[src/rtl/interval_carrier_pkg.sv]
// Package with the register map, field layouts and timing constants of the interval and carrier timer.
package interval_carrier_pkg;

   // Register addresses on the 16-bit register port.
   localparam logic [15:0] ADDR_PORT1_DIRECTION = 16'hff21;
   localparam logic [15:0] ADDR_TIMER1_MODE_CONTROL = 16'hff6c;
   localparam logic [15:0] ADDR_CARRIER_OUTPUT_CONTROL = 16'hff6d;
   localparam logic [15:0] ADDR_COMPARE_REG_0 = 16'hff70;
   localparam logic [15:0] ADDR_COMPARE_REG_1 = 16'hff71;

   // Reset values and count step.
   localparam logic [7:0] RESET_PORT1_DIRECTION = 8'hff;
   localparam logic [7:0] RESET_MODE_CONTROL = 8'h00;
   localparam logic [7:0] RESET_COMPARE = 8'h00;
   localparam logic [7:0] COUNT_ZERO = 8'h00;
   localparam logic [7:0] COUNT_STEP = 8'h01;

   // Carrier control register bit positions.
   localparam int CARRIER_ENABLE_BIT = 2;
   localparam int NEXT_LEVEL_BIT = 1;
   localparam int STATUS_FLAG_BIT = 0;

   // Port direction bit that steers the timer output pin.
   localparam int TIMER_PIN_DIR_BIT = 6;

   // Prescaler taps as powers of two.
   localparam int PRESCALE_WIDTH = 12;
   localparam int DIV_4_BITS = 2;
   localparam int DIV_16_BITS = 4;
   localparam int DIV_64_BITS = 6;
   localparam int DIV_4096_BITS = 12;
   localparam int LSO_WIDTH = 9;
   localparam int LSO_DIV_128_BITS = 7;
   localparam int LSO_DIV_512_BITS = 9;

   // Operating modes.
   typedef enum logic [1:0] {
      MODE_INTERVAL = 2'b00,
      MODE_CARRIER = 2'b01,
      MODE_PWM = 2'b10,
      MODE_PROHIBITED = 2'b11
   } timer_mode_t;

   // Count clock sources.
   typedef enum logic [2:0] {
      CLK_PRS = 3'b000,
      CLK_PRS_DIV4 = 3'b001,
      CLK_PRS_DIV16 = 3'b010,
      CLK_PRS_DIV64 = 3'b011,
      CLK_PRS_DIV4096 = 3'b100,
      CLK_LSO_DIV128 = 3'b101,
      CLK_LSO_DIV512 = 3'b110,
      CLK_LSO = 3'b111
   } clock_select_t;

   // Layout of the mode control register, bit 7 first.
   typedef struct packed {
      logic run_enable;
      clock_select_t clock_select;
      timer_mode_t mode_select;
      logic default_output_level;
      logic output_enable;
   } mode_control_t;

endpackage

[src/rtl/interval_carrier_timer.sv]
// Eight-bit compare timer with interval, PWM and infrared carrier operation.
//
// Contract
// Run bit low stops and zeroes counter.
// Clock select picks one of eight sources.
// Mode field selects interval, carrier or PWM.
// Default output level follows its control bit.
// Output enable gives square wave in interval.
// Software keeps mode bits while running.
// Software rewrites compare one after restart.
// Timer clock over six times companion's.
// Carrier enable and next level shape output.
// Read-only status flag shows output enablement.
// Software keeps carrier enable while running.
// Software clears port direction for output.
// Compare zero match interrupts and clears counter.
// Interval mode ignores compare register one.
// Interrupt interval is N plus one ticks.
// Counting starts within one count tick.
// Match clears counter and inverts output.
// Stopping returns interrupt and output to default.
// Software uses compare zero 01H to FEH.
// Compare zero changes only while stopped; the code also accepts compare zero writes while running.
// Eight-bit counter increments on each tick.
`timescale 1ns/1ps
`default_nettype none

module interval_carrier_timer #(
   parameter int COUNT_WIDTH = 8
) (
   // Clock and reset.
   input wire logic clk,
   input wire logic rst_n,
   // Register port.
   input wire logic [15:0] reg_addr,
   input wire logic reg_wr_en,
   input wire logic [7:0] reg_wdata,
   output logic [7:0] reg_rdata,
   // Clock source and companion counter.
   input wire logic low_speed_osc_clock,
   input wire logic companion_counter_irq,
   // Timer outputs.
   output logic timer_irq,
   output logic timer_output_pin,
   output logic timer_output_oe_n
);

   ////////////////////////////////////////////////////////////////////////////
   // Registers.

   interval_carrier_pkg::mode_control_t mode_reg;
   logic [7:0] port1_direction_reg;
   logic carrier_enable_reg;
   logic next_output_level_reg;
   logic carrier_status_flag_reg;
   logic [COUNT_WIDTH-1:0] compare_reg_0;
   logic [COUNT_WIDTH-1:0] compare_reg_1;
   logic [COUNT_WIDTH-1:0] count_reg;
   logic [COUNT_WIDTH-1:0] count_next;
   logic [interval_carrier_pkg::PRESCALE_WIDTH-1:0] prescale_reg;
   logic [interval_carrier_pkg::LSO_WIDTH-1:0] lso_count_reg;
   logic lso_prev_reg;
   logic companion_prev_reg;
   logic toggle_reg;
   logic toggle_next;
   logic phase_reg;
   logic phase_next;
   logic irq_reg;
   logic pin_reg;
   logic pin_next;
   logic [7:0] rdata_reg;
   logic [7:0] rdata_next;

   ////////////////////////////////////////////////////////////////////////////
   // Register decode.

   wire wr_mode = reg_wr_en && (reg_addr == interval_carrier_pkg::ADDR_TIMER1_MODE_CONTROL);
   wire wr_carrier = reg_wr_en && (reg_addr == interval_carrier_pkg::ADDR_CARRIER_OUTPUT_CONTROL);
   wire wr_port = reg_wr_en && (reg_addr == interval_carrier_pkg::ADDR_PORT1_DIRECTION);
   wire wr_cmp0 = reg_wr_en && (reg_addr == interval_carrier_pkg::ADDR_COMPARE_REG_0);
   wire wr_cmp1 = reg_wr_en && (reg_addr == interval_carrier_pkg::ADDR_COMPARE_REG_1);
   wire [7:0] carrier_read = {5'h00, carrier_enable_reg, next_output_level_reg, carrier_status_flag_reg};

   always_comb begin
      unique case (reg_addr)
         interval_carrier_pkg::ADDR_TIMER1_MODE_CONTROL: rdata_next = mode_reg;
         interval_carrier_pkg::ADDR_CARRIER_OUTPUT_CONTROL: rdata_next = carrier_read;
         interval_carrier_pkg::ADDR_PORT1_DIRECTION: rdata_next = port1_direction_reg;
         interval_carrier_pkg::ADDR_COMPARE_REG_0: rdata_next = 8'(compare_reg_0);
         interval_carrier_pkg::ADDR_COMPARE_REG_1: rdata_next = 8'(compare_reg_1);
         default: rdata_next = 8'h00;
      endcase
   end

   ////////////////////////////////////////////////////////////////////////////
   // Count clock selection.

   function automatic logic low_bits_full(input logic [15:0] value, input int bits);
      logic [15:0] mask;
      mask = 16'((17'h00001 << bits) - 17'h00001);
      return (value & mask) == mask;
   endfunction

   wire lso_rise = low_speed_osc_clock && !lso_prev_reg;
   wire [15:0] prescale_ext = 16'(prescale_reg);
   wire [15:0] lso_ext = 16'(lso_count_reg);
   logic tick;

   always_comb begin
      unique case (mode_reg.clock_select)
         interval_carrier_pkg::CLK_PRS: tick = 1'b1;
         interval_carrier_pkg::CLK_PRS_DIV4: tick = low_bits_full(prescale_ext, interval_carrier_pkg::DIV_4_BITS);
         interval_carrier_pkg::CLK_PRS_DIV16: tick = low_bits_full(prescale_ext, interval_carrier_pkg::DIV_16_BITS);
         interval_carrier_pkg::CLK_PRS_DIV64: tick = low_bits_full(prescale_ext, interval_carrier_pkg::DIV_64_BITS);
         interval_carrier_pkg::CLK_PRS_DIV4096: tick = low_bits_full(prescale_ext,
            interval_carrier_pkg::DIV_4096_BITS);
         interval_carrier_pkg::CLK_LSO_DIV128: tick = lso_rise &&
            low_bits_full(lso_ext, interval_carrier_pkg::LSO_DIV_128_BITS);
         interval_carrier_pkg::CLK_LSO_DIV512: tick = lso_rise &&
            low_bits_full(lso_ext, interval_carrier_pkg::LSO_DIV_512_BITS);
         interval_carrier_pkg::CLK_LSO: tick = lso_rise;
      endcase
   end

   ////////////////////////////////////////////////////////////////////////////
   // Counter, compare and output toggling.

   wire run = mode_reg.run_enable;
   wire is_interval = mode_reg.mode_select == interval_carrier_pkg::MODE_INTERVAL;
   wire is_carrier = mode_reg.mode_select == interval_carrier_pkg::MODE_CARRIER;
   wire is_pwm = mode_reg.mode_select == interval_carrier_pkg::MODE_PWM;
   wire match0 = count_reg == compare_reg_0;
   wire match1 = count_reg == compare_reg_1;
   wire [COUNT_WIDTH-1:0] count_inc = COUNT_WIDTH'(count_reg + COUNT_WIDTH'(interval_carrier_pkg::COUNT_STEP));
   // Interval mode looks only at compare zero; carrier and PWM alternate by phase.
   wire cmp0_hit = run && tick && match0 && (is_interval || !phase_reg);
   wire cmp1_hit = run && tick && match1 && (is_carrier || is_pwm) && phase_reg;
   wire clear_hit = cmp0_hit || (cmp1_hit && is_carrier);
   wire irq_hit = clear_hit;

   always_comb begin
      count_next = count_reg;
      toggle_next = toggle_reg;
      phase_next = phase_reg;
      if (!run) begin
         count_next = COUNT_WIDTH'(interval_carrier_pkg::COUNT_ZERO);
         toggle_next = 1'b0;
         phase_next = 1'b0;
      end else if (tick) begin
         if (clear_hit) begin
            count_next = COUNT_WIDTH'(interval_carrier_pkg::COUNT_ZERO);
         end else begin
            count_next = count_inc;
         end
         if (cmp0_hit || cmp1_hit) begin
            toggle_next = !toggle_reg;
            phase_next = is_interval ? 1'b0 : !phase_reg;
         end
      end
   end

   ////////////////////////////////////////////////////////////////////////////
   // Carrier output control and pin level.

   wire companion_rise = companion_counter_irq && !companion_prev_reg;
   wire carrier_level = carrier_status_flag_reg && (carrier_enable_reg ? phase_reg : 1'b1);
   wire square_level = mode_reg.default_output_level ^ toggle_reg;

   always_comb begin
      if (!mode_reg.output_enable || !run) begin
         pin_next = mode_reg.default_output_level;
      end else if (is_carrier) begin
         pin_next = carrier_level;
      end else begin
         pin_next = square_level;
      end
   end

   ////////////////////////////////////////////////////////////////////////////
   // State update.

   always_ff @(posedge clk) begin
      if (!rst_n) begin
         mode_reg <= interval_carrier_pkg::mode_control_t'(interval_carrier_pkg::RESET_MODE_CONTROL);
         port1_direction_reg <= interval_carrier_pkg::RESET_PORT1_DIRECTION;
         carrier_enable_reg <= 1'b0;
         next_output_level_reg <= 1'b0;
         carrier_status_flag_reg <= 1'b0;
         compare_reg_0 <= COUNT_WIDTH'(interval_carrier_pkg::RESET_COMPARE);
         compare_reg_1 <= COUNT_WIDTH'(interval_carrier_pkg::RESET_COMPARE);
         count_reg <= COUNT_WIDTH'(interval_carrier_pkg::COUNT_ZERO);
         prescale_reg <= '0;
         lso_count_reg <= '0;
         lso_prev_reg <= 1'b0;
         companion_prev_reg <= 1'b0;
         toggle_reg <= 1'b0;
         phase_reg <= 1'b0;
         irq_reg <= 1'b0;
         pin_reg <= 1'b0;
         rdata_reg <= 8'h00;
      end else begin
         if (wr_mode) begin
            mode_reg <= interval_carrier_pkg::mode_control_t'(reg_wdata);
         end
         if (wr_carrier) begin
            carrier_enable_reg <= reg_wdata[interval_carrier_pkg::CARRIER_ENABLE_BIT];
            next_output_level_reg <= reg_wdata[interval_carrier_pkg::NEXT_LEVEL_BIT];
         end
         if (companion_rise) begin
            carrier_status_flag_reg <= next_output_level_reg;
         end
         if (wr_port) begin
            port1_direction_reg <= reg_wdata;
         end
         if (wr_cmp0) begin
            compare_reg_0 <= COUNT_WIDTH'(reg_wdata);
         end
         if (wr_cmp1) begin
            compare_reg_1 <= COUNT_WIDTH'(reg_wdata);
         end
         count_reg <= count_next;
         prescale_reg <= prescale_reg + 1'b1;
         if (lso_rise) begin
            lso_count_reg <= lso_count_reg + 1'b1;
         end
         lso_prev_reg <= low_speed_osc_clock;
         companion_prev_reg <= companion_counter_irq;
         toggle_reg <= toggle_next;
         phase_reg <= phase_next;
         irq_reg <= irq_hit;
         pin_reg <= pin_next;
         rdata_reg <= rdata_next;
      end
   end

   assign reg_rdata = rdata_reg;
   assign timer_irq = irq_reg;
   assign timer_output_pin = pin_reg;
   assign timer_output_oe_n = port1_direction_reg[interval_carrier_pkg::TIMER_PIN_DIR_BIT];

   ////////////////////////////////////////////////////////////////////////////
   // Checks.

   AST_R1: assert property (@(posedge clk) disable iff (!rst_n) !run |=> count_reg == '0)
      else $error("Counter not zero while stopped.");

   AST_R2: assert property (@(posedge clk) disable iff (!rst_n)
      (mode_reg.clock_select == interval_carrier_pkg::CLK_PRS) |-> tick)
      else $error("Undivided clock does not tick every cycle.");

   AST_R13: assert property (@(posedge clk) disable iff (!rst_n)
      (run && tick && is_interval && match0) |=> (count_reg == '0) && timer_irq)
      else $error("Compare zero match did not clear and interrupt.");

   AST_R14: assert property (@(posedge clk) disable iff (!rst_n)
      (run && tick && is_interval && match1 && !match0) |=> !timer_irq && (count_reg == $past(count_inc)))
      else $error("Interval mode reacted to compare one.");

   AST_R15: assert property (@(posedge clk) disable iff (!rst_n)
      (run && tick && is_interval && match0) ##1 (run && is_interval && !wr_mode && !wr_cmp0)[*2]
      |-> !timer_irq)
      else $error("Interrupt repeated too early.");

   AST_R17: assert property (@(posedge clk) disable iff (!rst_n)
      (run && tick && is_interval && match0) |=> toggle_reg != $past(toggle_reg))
      else $error("Output did not invert on match.");

   AST_R18: assert property (@(posedge clk) disable iff (!rst_n)
      !run |=> !timer_irq && !toggle_reg && (timer_output_pin == $past(mode_reg.default_output_level)))
      else $error("Stop did not restore default levels.");

   AST_R21: assert property (@(posedge clk) disable iff (!rst_n)
      (run && tick && !clear_hit) |=> count_reg == $past(count_inc))
      else $error("Counter did not increment on tick.");

   AST_R16: assert property (@(posedge clk) disable iff (!rst_n)
      (run && tick && count_reg == '0 && !match0) |=> count_reg != '0)
      else $error("Counter did not start on first tick.");

   AST_R10: assert property (@(posedge clk) disable iff (!rst_n)
      companion_rise |=> carrier_status_flag_reg == $past(next_output_level_reg))
      else $error("Status flag did not follow next level.");

   AST_R9: assert property (@(posedge clk) disable iff (!rst_n)
      (run && is_carrier && mode_reg.output_enable && !carrier_status_flag_reg) |=> !timer_output_pin)
      else $error("Carrier output not low while disabled.");

   AST_R5: assert property (@(posedge clk) disable iff (!rst_n)
      (run && is_interval && mode_reg.output_enable) |=> timer_output_pin == $past(square_level))
      else $error("Square wave level wrong.");

   AST_R4: assert property (@(posedge clk) disable iff (!rst_n)
      !mode_reg.output_enable |=> timer_output_pin == $past(mode_reg.default_output_level))
      else $error("Disabled output not at default level.");

   AST_R3: assert property (@(posedge clk) disable iff (!rst_n)
      (run && tick && is_pwm && phase_reg && match1) |=> !timer_irq && (count_reg == $past(count_inc)))
      else $error("Output mode compare one match cleared or interrupted.");

   AST_R3_CARRIER: assert property (@(posedge clk) disable iff (!rst_n)
      (run && tick && is_carrier && phase_reg && match1) |=> (count_reg == '0) && timer_irq)
      else $error("Carrier compare one match did not clear and interrupt.");

endmodule

`default_nettype wire

[config.mk]
export PLATFORM = sky130hd
export DESIGN_NAME = interval_carrier_timer
export DESIGN_NICKNAME = d
export VERILOG_FILES = /design/src/rtl/interval_carrier_pkg.sv /design/src/rtl/interval_carrier_timer.sv
export SDC_FILE = /design/constraint.sdc
export NUM_CORES = 1
export LEC_CHECK = 0
export BUFFER_PORTS_ARGS = -buffer_cell sky130_fd_sc_hd__buf_2
export CAP_MARGIN = 20
export CORE_ASPECT_RATIO = 1.75
export CORE_MARGIN = 10
export CORE_UTILIZATION = 58
export DETAILED_ROUTE_END_ITERATION = 10
export HOLD_SLACK_MARGIN = 0.06
export PLACE_DENSITY = 0.89
export REMOVE_ABC_BUFFERS = 1
export SLEW_MARGIN = 10
export SYNTH_ARGS = -nofsm -noshare
export SYNTH_HDL_FRONTEND = slang
export SYNTH_SLANG_ARGS = --single-unit
[constraint.sdc]
create_clock -name clk -period 2.5 [get_ports clk]
set_input_delay 0.25 -clock clk [delete_from_list [all_inputs] [get_ports clk]]
set_output_delay 0.25 -clock clk [all_outputs]
set_load 0.005 [all_outputs]
==> results of run 1 <==
## metrics by stage
| step | cells | power, mW |
|---|---|---|
| after floorplan | 375 | 1.316 |
| after global placement | 501 | 1.370 |
| after detailed placement | 501 | 1.374 |
| after CTS | 517 | 2.295 |
| after global routing | 517 | 2.360 |
| final | 517 | 2.285 |
## synth_stat cells (2+ instances only)
master      n
and3_1      4
or3_1       8
nand4_1     8
nor2_1      9
buf_2       4
mux2i_1    19
o21ai_1     2
inv_1       6
xnor2_1    26
nor3_1      3
o21ai_0    13
a21oi_1    11
ha_1        6
nand2_1    36
and4_1      4
a222oi_1    3
clkbuf_1    9
o2111ai_1   3
a22oi_1    13
xor2_1     10
nand3_1    41
or4_4       2
and2_1     18
a21boi_0   13
nor2b_1    23
dfxtp_1    78
## path summary, 6_finish.rpt
path,start,to,slack [ns]
setup reg to reg,lso_count_reg[0],count_reg[2],0.26
hold / removal,low_speed_osc_clock,lso_prev_reg,0.09
hold reg to reg,prescale_reg[0],prescale_reg[0],0.48
setup / recovery,lso_count_reg[0],count_reg[2],0.26
## routing by layer
layer	global-route usage [%]	vias to the layer above	part of all wire [%]
met1	19.92	1449	39
met5	0	-	0
met4	9.968	0	3.3
met3	4.986	29	6.8
li1	-	1465	-
met2	29.23	149	51
## cell families (layout without fill, tap and decap cells)
| kind of cell | Yosys count | after routing |
|---|---|---|
| AOI/OAI and AO/OA | 66 | 66 |
| adders and majority gates | 6 | 6 |
| muxes | 19 | 19 |
| DFF | 78 | 78 |
| and+or+nand+nor | 164 | 164 |
| buffers and inverters | 22 | 68 |
| xor gates and xnor gates | 36 | 36 |
## final cells by class
| class | instances | area, um^2 | share of cell area, % |
|---|---|---|---|
| Multi-Input combinational cell | 291 | 1942 | 47.71 |
| Timing Repair Buffer | 46 | 247.7 | 6.087 |
| Clock buffer | 9 | 123.9 | 3.043 |
| Clock inverter | 7 | 72.57 | 1.783 |
| Inverter | 6 | 22.52 | 0.5533 |
| Sequential cell | 78 | 1562 | 38.36 |
| Tap cell | 80 | 100.1 | 2.459 |
## worst max-delay path, cell delays in order (launching register included)
cell and delay, ns:
dfxtp_1 0.33, ha_1 0.25, and4_1 0.21, ha_1 0.18
o21ai_0 0.13, o21ai_0 0.11, a31o_2 0.30, nor2_1 0.27
o21ai_1 0.22, nor2_1 0.17
## power groups by stage
stage	Combinational (mW)	Clock [mW]	Sequential [mW]
after floorplan	0.0314	0	1.28
after global placement	0.0844	0	1.29
after detailed placement	0.0877	0	1.29
after CTS	0.0886	0.950	1.26
after global routing	0.0982	1.00	1.26
final	0.0886	0.939	1.26
==> out/results.ini, run 1 <==
[power_and_ir_drop]
p_per_area_nw_per_um2=561.3
switching_share_pct=23.32
p_seq_share_pct=55.0
internal_power_mw=1.752
vdd_ir_drop_max_uv=449.2
p_leak_nw=1.645
clockPowerShare_pct=41.1
p_comb_share_pct=3.9
p_sw_mw=0.5327

[setup_path]
worst_ep_required_time_ns=2.79
startpoint_type=flop
arrival_ns=2.54
path_class=reg2reg
r2r.worst_path.cells=9
endpoint_kind=flop
critPathMaxFanout=8

[run_status]
status=finished, final reports clean

[clocking]
post_cts_buffers=0
cts-hold-fix-buffers=0
cts_tree=done
post_cts_resized=0
cts_buffers=9
clk_latency_ns=0.36
cts_buffer_depth=2
cts-root-buf=clkbuf_8
clk_pin_slew_ns=0.08
h-tree-depth=3
clock_sinks=78

[global_routing]
grt_first_pass_wirelength_mm=14.42
overflow=0
grt_max_degree=35
antenna_found_initial=0
grt_pass1_vias=3088
track_usage_pct=17.87

[floorplan]
initial_utilization_pct=58.75
fp.coreArea_um2=6133
rows=38
die_h_um=124.3
ios=40
fp.dieW_um=79.59
dieArea_um2=9890

[placement]
port_buffers=39
place_area_um2=3874
gp_congestion=0.8392
dpl.hpwl_mm=6.157
pre_cts_slack_ns=0.3007

[timing]
fin_skew_ns=0.01350
slew_viol_final=0
period_share_pct=89.74
worst_pin_slew_ns=0.5643
clock.fmax_mhz=445.7
rsz0062_at_grt=false
finalSetupTns_ns=0
timing.slew.headroom_pct=62.10
finalCriticalPeriod_ns=2.243
fin_ws_ns=0.2565
hold_ws_ns=0.09309
finalSetupViolCount=0
hold_viol=0

[cells_and_area]
final_cell_mix=dfxtp_1, nand3_1, buf_2
fillers=491
fin_nets=467
largest_reg_flops=12
final_common_cell=dfxtp_1
area_growth_pct=12.95
layout-drive-gt1-share_pct=16.48
antenna_cells=0
fin_util_pct=66.36
design_area_um2=4070

[synth]
ys_seq_area_share_pct=43.33
yosysUniqueCellTypes=45
synth_warnings=0
yosys.area_share.simple_pct=25.28
synthMuxAreaShare_pct=5.278
synth-main-ff-cell=dfxtp_1
yosys.area_share.adder_pct=2.083
synth_compound_area_share_pct=12.50
synth_edf_count=0
synth-seq-cells=78
syn_area_per_cell_um2=9.216
synth_top_area_share_pct=43.33
synth_area_um2=3603
synth_top_family_by_area=simple AND/OR/NAND/NOR gates
synth_area_leaders=dfxtp_1, xnor2_1, nand3_1
synthCells=391
async_flop_share_pct=0
yosys.area.top_type=dfxtp_1
synthXorXnorAreaFrac_pct=8.750

[run]
max_cap_viol_count=0

[hold_path]
hold_depth=2
hold_path_class=in2reg

[route]
ant_nets=0
viasPerCell=5.981
wl_mm=8.560
vias=3092
avgRoutedWirePerCell_um=16.56
remaining_drc_errors=0
dr.pass1.iters=7
dr.first_iter.drc_count=295

Power figures use the tool's default switching activity.
==> run 2, diff against run 1 <==
--- a/config.mk
+++ b/config.mk
@@ -7,7 +7,7 @@
 export LEC_CHECK = 0
 export BUFFER_PORTS_ARGS = -buffer_cell sky130_fd_sc_hd__buf_2
 export CAP_MARGIN = 20
-export CORE_ASPECT_RATIO = 1.75
+export CORE_ASPECT_RATIO = 0.6
 export CORE_MARGIN = 10
 export CORE_UTILIZATION = 58
 export DETAILED_ROUTE_END_ITERATION = 10
==> run 2 against run 1 <==
Non-clock buffer count did not move. Worst hold slack improved by 0.011 ns. Clock power fell by 0.4%. Register-to-register slack barely moved. Final cell count rose by 0.77%. Clock-buffer cell count rose by 4. Worst setup slack improved by 0.011 ns. Design area barely moved. Die area fell by 0.21%. Critical path type unchanged. Largest power group unchanged. Highest routed layer unchanged.
==> out/results.ini, run 2 (synthesis results as in run 1) <==
[run_status]
status=finished, final reports clean

[cells_and_area]
fin_nets=467  ; unchanged
final_cell_mix=dfxtp_1, nand3_1, buf_2
area_growth_pct=12.99  ; about the same
multi_input_area_um2=1942  ; unchanged
antenna_cells=0  ; unchanged
fin_cells=521  ; +0.77%
fillers=500  ; +1.8%
seq_area_um2=1562  ; unchanged
final_common_cell=dfxtp_1
layout-drive-gt1-share_pct=15.79  ; -0.69 points
design_area_um2=4071  ; about the same
largest_reg_flops=12  ; unchanged

[clocking]
cts-root-buf=clkbuf_8
cts_buffer_depth=2  ; unchanged
cts-hold-fix-buffers=0  ; unchanged
clk_latency_ns=0.35  ; about the same
clock_sinks=78  ; unchanged
post_cts_buffers=0  ; unchanged
clk_pin_slew_ns=0.08  ; about the same
h-tree-depth=3  ; unchanged
cts_buffers=9  ; unchanged
post_cts_resized=0  ; unchanged
cts_tree=done

[global_routing]
grt_max_degree=40  ; +14%
grt_first_pass_wirelength_mm=14.68  ; +1.8%
grt_pass1_vias=3056  ; -1.0%
overflow=0  ; unchanged
antenna_found_initial=0  ; unchanged
track_usage_pct=18.47  ; +0.60 points

[timing]
hold_viol=0  ; unchanged
timing.slew.headroom_pct=58.88  ; -3.2 points
slew_viol_final=0  ; unchanged
fin_skew_ns=0.006344  ; -0.007158 ns
fin_ws_ns=0.2674  ; +0.01085 ns
finalCriticalPeriod_ns=2.233  ; -0.01085 ns
worst_pin_slew_ns=0.6167  ; +0.05243 ns
finalSetupViolCount=0  ; unchanged
clock.fmax_mhz=447.9  ; +0.49%
period_share_pct=89.31  ; -0.43 points
finalSetupTns_ns=0  ; unchanged
rsz0062_at_grt=false

[setup_path]
path_class=reg2reg
arrival_ns=2.52  ; -0.02 ns
critPathMaxFanout=8  ; unchanged
worst_ep_required_time_ns=2.78  ; about the same
startpoint_type=flop
endpoint_kind=flop

[placement]
dp.cells=505  ; +0.80%
place_area_um2=3879  ; +0.13%
gp_congestion=0.8740  ; +4.1%
dpl.hpwl_mm=6.421  ; +4.3%
pre_cts_slack_ns=0.3057  ; +0.005001 ns
port_buffers=39  ; unchanged

[floorplan]
fp.dieW_um=121.8  ; +53%
ios=40  ; unchanged
initial_utilization_pct=59.50  ; +0.75 points
die_h_um=81.06  ; -35%
dieArea_um2=9869  ; -0.21%
rows=22  ; -42%
fp.coreArea_um2=6056  ; -1.3%

[power_and_ir_drop]
clockPowerShare_pct=41.0  ; about the same
vdd_ir_drop_max_uv=276.5  ; -38%
p_per_area_nw_per_um2=560.1  ; -0.21%
p_comb_share_pct=3.9  ; about the same
p_leak_nw=1.647  ; +0.12%
internal_power_mw=1.780  ; +1.6%
p_sw_mw=0.5004  ; -6.1%
switching_share_pct=21.94  ; -1.4 points
p_seq_share_pct=55.1  ; about the same

[route]
dr.pass1.iters=5  ; -2
remaining_drc_errors=0  ; unchanged
ant_nets=0  ; unchanged
dr.first_iter.drc_count=317  ; +7.5%
wl_mm=8.615  ; +0.64%
viasPerCell=5.877  ; -1.7%
vias=3062  ; -0.97%
avgRoutedWirePerCell_um=16.54  ; -0.13%

[run]
max_cap_viol_count=0  ; unchanged

[hold_path]
hold_path_class=in2reg

-- run 2: area by class of cell --
cell class                      instances  share of cell area (%)
Clock inverter                          3                   1.076
Multi-Input combinational cell        291                   47.70
Sequential cell                        78                   38.35
Tap cell                               84                   2.581
Timing Repair Buffer                   46                   6.085
Inverter                                6                  0.5532
Clock buffer                           13                   3.657
-- run 2: worst paths after layout --
check                                  endpoint  slack, ns                start  depth (start not counted)
worst max-delay path               count_reg[7]       0.27     lso_count_reg[0]                          9
worst min-delay path               lso_prev_reg       0.10  low_speed_osc_clock                          2
worst min register to register  prescale_reg[0]       0.48      prescale_reg[0]                          1
worst max register to register     count_reg[7]       0.27     lso_count_reg[0]                          9
-- run 2: power by group through the flow --
stage	Combinational, mW	Sequential (mW)	Clock (mW)
after global placement	0.0843	1.29	0
after detailed placement	0.0881	1.29	0
after global routing	0.0978	1.26	1.00
after CTS	0.0883	1.26	0.954
after floorplan	0.0314	1.28	0
final	0.0886	1.26	0.935
-- run 2: metal layers --
| layer | wire length [um] | track usage [%] | vias to the layer above |
|---|---|---|---|
| met3 | 889 | 8.310 | 23 |
| met5 | 0 | 0 | - |
| met4 | 160 | 7.583 | 0 |
| met2 | 3530 | 27.25 | 143 |
| li1 | - | - | 1462 |
| met1 | 4034 | 23.10 | 1434 |
-- run 2: critical path, stage by stage (launching register included) --
cell     delay (ns)
dfxtp_1        0.33
ha_1           0.26
and4_1         0.22
ha_1           0.17
o21ai_0        0.12
o21ai_0        0.10
a31o_2         0.30
nor2_1         0.28
o21ai_1        0.22
a21oi_1        0.15
-- run 2: stage by stage --
step	power, mW	hold slack, ns	util [%]
global placement	1.370	0.4504	64.05
detailed placement	1.374	0.4655	64.05
finish	2.280	0.1043	67.23
CTS	2.300	0.08755	67.23
global route	2.357	0.1027	67.23
floorplan	1.316	0.3218	-
==> run 3, diff against run 2 <==
--- a/config.mk
+++ b/config.mk
@@ -5,15 +5,15 @@
 export SDC_FILE = /design/constraint.sdc
 export NUM_CORES = 1
 export LEC_CHECK = 0
+export ABC_AREA = 1
 export BUFFER_PORTS_ARGS = -buffer_cell sky130_fd_sc_hd__buf_2
 export CAP_MARGIN = 20
 export CORE_ASPECT_RATIO = 0.6
 export CORE_MARGIN = 10
-export CORE_UTILIZATION = 58
+export CORE_UTILIZATION = 59
 export DETAILED_ROUTE_END_ITERATION = 10
 export HOLD_SLACK_MARGIN = 0.06
-export PLACE_DENSITY = 0.89
-export REMOVE_ABC_BUFFERS = 1
+export PLACE_DENSITY = 0.9
 export SLEW_MARGIN = 10
 export SYNTH_ARGS = -nofsm -noshare
 export SYNTH_HDL_FRONTEND = slang
==> run 3 against run 2 <==
Clock-buffer cell count decreased by 4. Non-clock buffer count fell by 6. Worst setup slack improved by 0.023 ns. Die area increased by 4.9%. Synthesized area rose by 8.1%. Core utilization up 2.6 points. Design area grew 7.1%. Critical path type unchanged.
==> out/results.ini, run 3 <==
[run_status]
status=finished, final reports clean

[cells_and_area]
final_common_cell=nand2_1
layout-drive-gt1-share_pct=14.41  ; -1.4 points
antenna_cells=0  ; unchanged
fin_nets=621  ; +33%
seq_area_um2=1562  ; unchanged
area_growth_pct=11.99
final_cell_mix=nand2_1, dfxtp_1, inv_1
largest_reg_flops=12  ; unchanged
fillers=508  ; +1.6%
fin_util_pct=69.78  ; +2.6 points
multi_input_area_um2=1969  ; +1.4%
fin_cells=674  ; +29%

[synth]
synthCells=547  ; +40%
yosys.area.top_type=dfxtp_1
syn_nets=582
async_flop_share_pct=0  ; unchanged
synth_area_leaders=dfxtp_1, nand2_1, inv_1
synth_edf_count=0  ; unchanged
synth_warnings=0  ; unchanged
yosysMostFrequentCell=nand2_1
synth-seq-cells=78  ; unchanged
synth_top_area_share_pct=40.10  ; -3.2 points
synth-main-ff-cell=dfxtp_1
syn_area_per_cell_um2=7.118  ; -23%
synth_commonest_cells=nand2_1, dfxtp_1, inv_1, nor2_1, o21ai_0
synth_area_um2=3894  ; +8.1%
ys_seq_area_share_pct=40.10  ; -3.2 points
yosysUniqueCellTypes=38  ; -16%

[setup_path]
critPathMaxFanout=13  ; +5
startpoint_type=flop
crit_chain=ha_1 -> inv_1 -> nor2_1 -> nand2_1 -> nor2_1 -> ha_1 -> nand2_1 -> nand2_1 -> nand3_1 -> nand3_4 -> nand2_1 -> nor2_1 -> nand2_1 -> nand3_1 -> nor2_1
arrival_ns=2.46  ; -0.06 ns
cpMaxStageDelayCell=dfxtp_1
path_class=reg2reg
path_common_cell=nand2_1
worst_ep_required_time_ns=2.75  ; -0.03 ns
cpPeakStageDelay_ns=0.36  ; +0.03 ns
endpoint_kind=flop

[floorplan]
rows=22  ; unchanged
fp.dieW_um=124.9  ; +2.6%
fp.coreArea_um2=6248  ; +3.2%
die_h_um=82.93  ; +2.3%
dieArea_um2=10360  ; +4.9%
initial_utilization_pct=62.31  ; +2.8 points
ios=40  ; unchanged

[global_routing]
grt_max_degree=32  ; -20%
grt_first_pass_wirelength_mm=17.27  ; +18%
track_usage_pct=19.79  ; +1.3 points
antenna_found_initial=0  ; unchanged
grt_pass1_vias=3476  ; +14%
overflow=0  ; unchanged

[clocking]
cts_tree=done
cts_buffer_depth=2  ; unchanged
post_cts_buffers=0  ; unchanged
clk_pin_slew_ns=0.08  ; about the same
h-tree-depth=3  ; unchanged
cts_buffers=9  ; unchanged
cts-root-buf=clkbuf_8
clk_latency_ns=0.36  ; about the same
clock_sinks=78  ; unchanged

[power_and_ir_drop]
vdd_ir_drop_max_uv=355.6  ; +29%
p_per_area_nw_per_um2=569.1  ; +1.6%
p_leak_nw=1.965  ; +19%

[timing]
fin_skew_ns=0.008768  ; +0.002424 ns
worst_pin_slew_ns=0.6156  ; -0.001091 ns
timing.slew.headroom_pct=58.68  ; -0.20 points
finalSetupTns_ns=0  ; unchanged
finalCriticalPeriod_ns=2.210  ; -0.02310 ns
period_share_pct=88.38  ; -0.92 points
clock.fmax_mhz=452.6  ; +1.0%
hold_viol=0  ; unchanged
slew_viol_final=0  ; unchanged
finalSetupViolCount=0  ; unchanged
rsz0062_at_grt=false

[route]
wl_mm=10.62  ; +23%
remaining_drc_errors=0  ; unchanged
avgRoutedWirePerCell_um=15.75  ; -4.8%
viasPerCell=5.644  ; -4.0%
dr.first_iter.drc_count=409  ; +29%
dr.pass1.iters=6  ; +1
ant_nets=0  ; unchanged
vias=3804  ; +24%

[placement]
gp_congestion=0.9925  ; +14%
port_buffers=39  ; unchanged
dpl.hpwl_mm=7.899  ; +23%
dp.cells=659  ; +30%

[hold_path]
hold_path_class=in2reg

[run]
max_cap_viol_count=0  ; unchanged

## run 3: cell count changes after synthesis, sizes merged, moves of 19 or more
cell	before	now
inv	6	75
nand2	37	129
nor2	10	84
o21ai	15	49
xnor2	26	3
nand3	41	21
nor2b	23	0
a21oi	11	44
mux2i	19	0
## run 3: final timing paths
| check | start | to | slack (ns) | cells past startpoint |
|---|---|---|---|---|
| hold / removal | low_speed_osc_clock | lso_prev_reg | 0.08 | 3 |
| setup reg to reg | lso_count_reg[0] | count_reg[7] | 0.29 | 15 |
| hold reg to reg | prescale_reg[0] | prescale_reg[0] | 0.45 | 1 |
| setup / recovery | lso_count_reg[0] | count_reg[7] | 0.29 | 15 |
## run 3: metal layers
metal  up-vias  share of wire [%]  wire length (um)  global-route usage, %
met5         -                  0                 0                      0
met4         0                2.1               220                  3.623
met3        33                 11              1179                  7.614
li1       1840                  -                 -                      -
met1      1733                 45              4783                  26.82
met2       198                 42              4432                  29.27
## run 3: timing repair
| action | in CTS | in global routing |
|---|---|---|
| hold buffers | 0 | 0 |
| resized for setup | 0 | 1 |
| endpoints found under the setup margin | 0 | 1 |
## run 3: cell type report
class	instances	area share (%)
multi-input cells	381	45.17
flip-flops and latches	78	35.81
inverters	76	6.571
repair buffers	40	4.648
clock buffers	9	2.841
clock inverters	6	2.554
well taps	84	2.410
## run 3: critical path, delay by kind of cell (launching register included)
family,cells,cell delay [ns]
adders and majority gates,2,0.29
DFF,1,0.36
buffers and inverters,1,0.04
and+or+nand+nor,12,1.40
## run 3: stage by stage
stage	worst slack, ns	total power [mW]	instance area [um^2]	hold slack, ns
2_1_floorplan	0.7300	1.339	3894	0.3435
3_3_place_gp	0.4625	1.378	4118	0.4307
3_5_place_dp	0.3614	1.384	4118	0.4416
4_1_cts	0.3246	2.474	4353	0.08610
5_1_grt	0.01706	2.546	4360	0.09325
6_report	0.2905	2.481	4360	0.08307
## run 3: logic make-up (layout without fill, tap and decap cells)
logic type	after synthesis	count (layout)	share of synthesized area, %
AND/OR/NAND/NOR	259	259	31.78
AO/OA/AOI/OAI	110	110	15.33
buffers and inverters	88	131	9.511
XOR/XNOR	6	6	1.350
adder cells (fa/ha/maj)	6	6	1.928
flip-flops	78	78	40.10
## run 3: power breakdown
part           internal, mW  switching [mW]  total (mW)
logic                0.0329          0.0651      0.0980
clock network         0.657           0.467        1.12
registers              1.25         0.00687        1.26
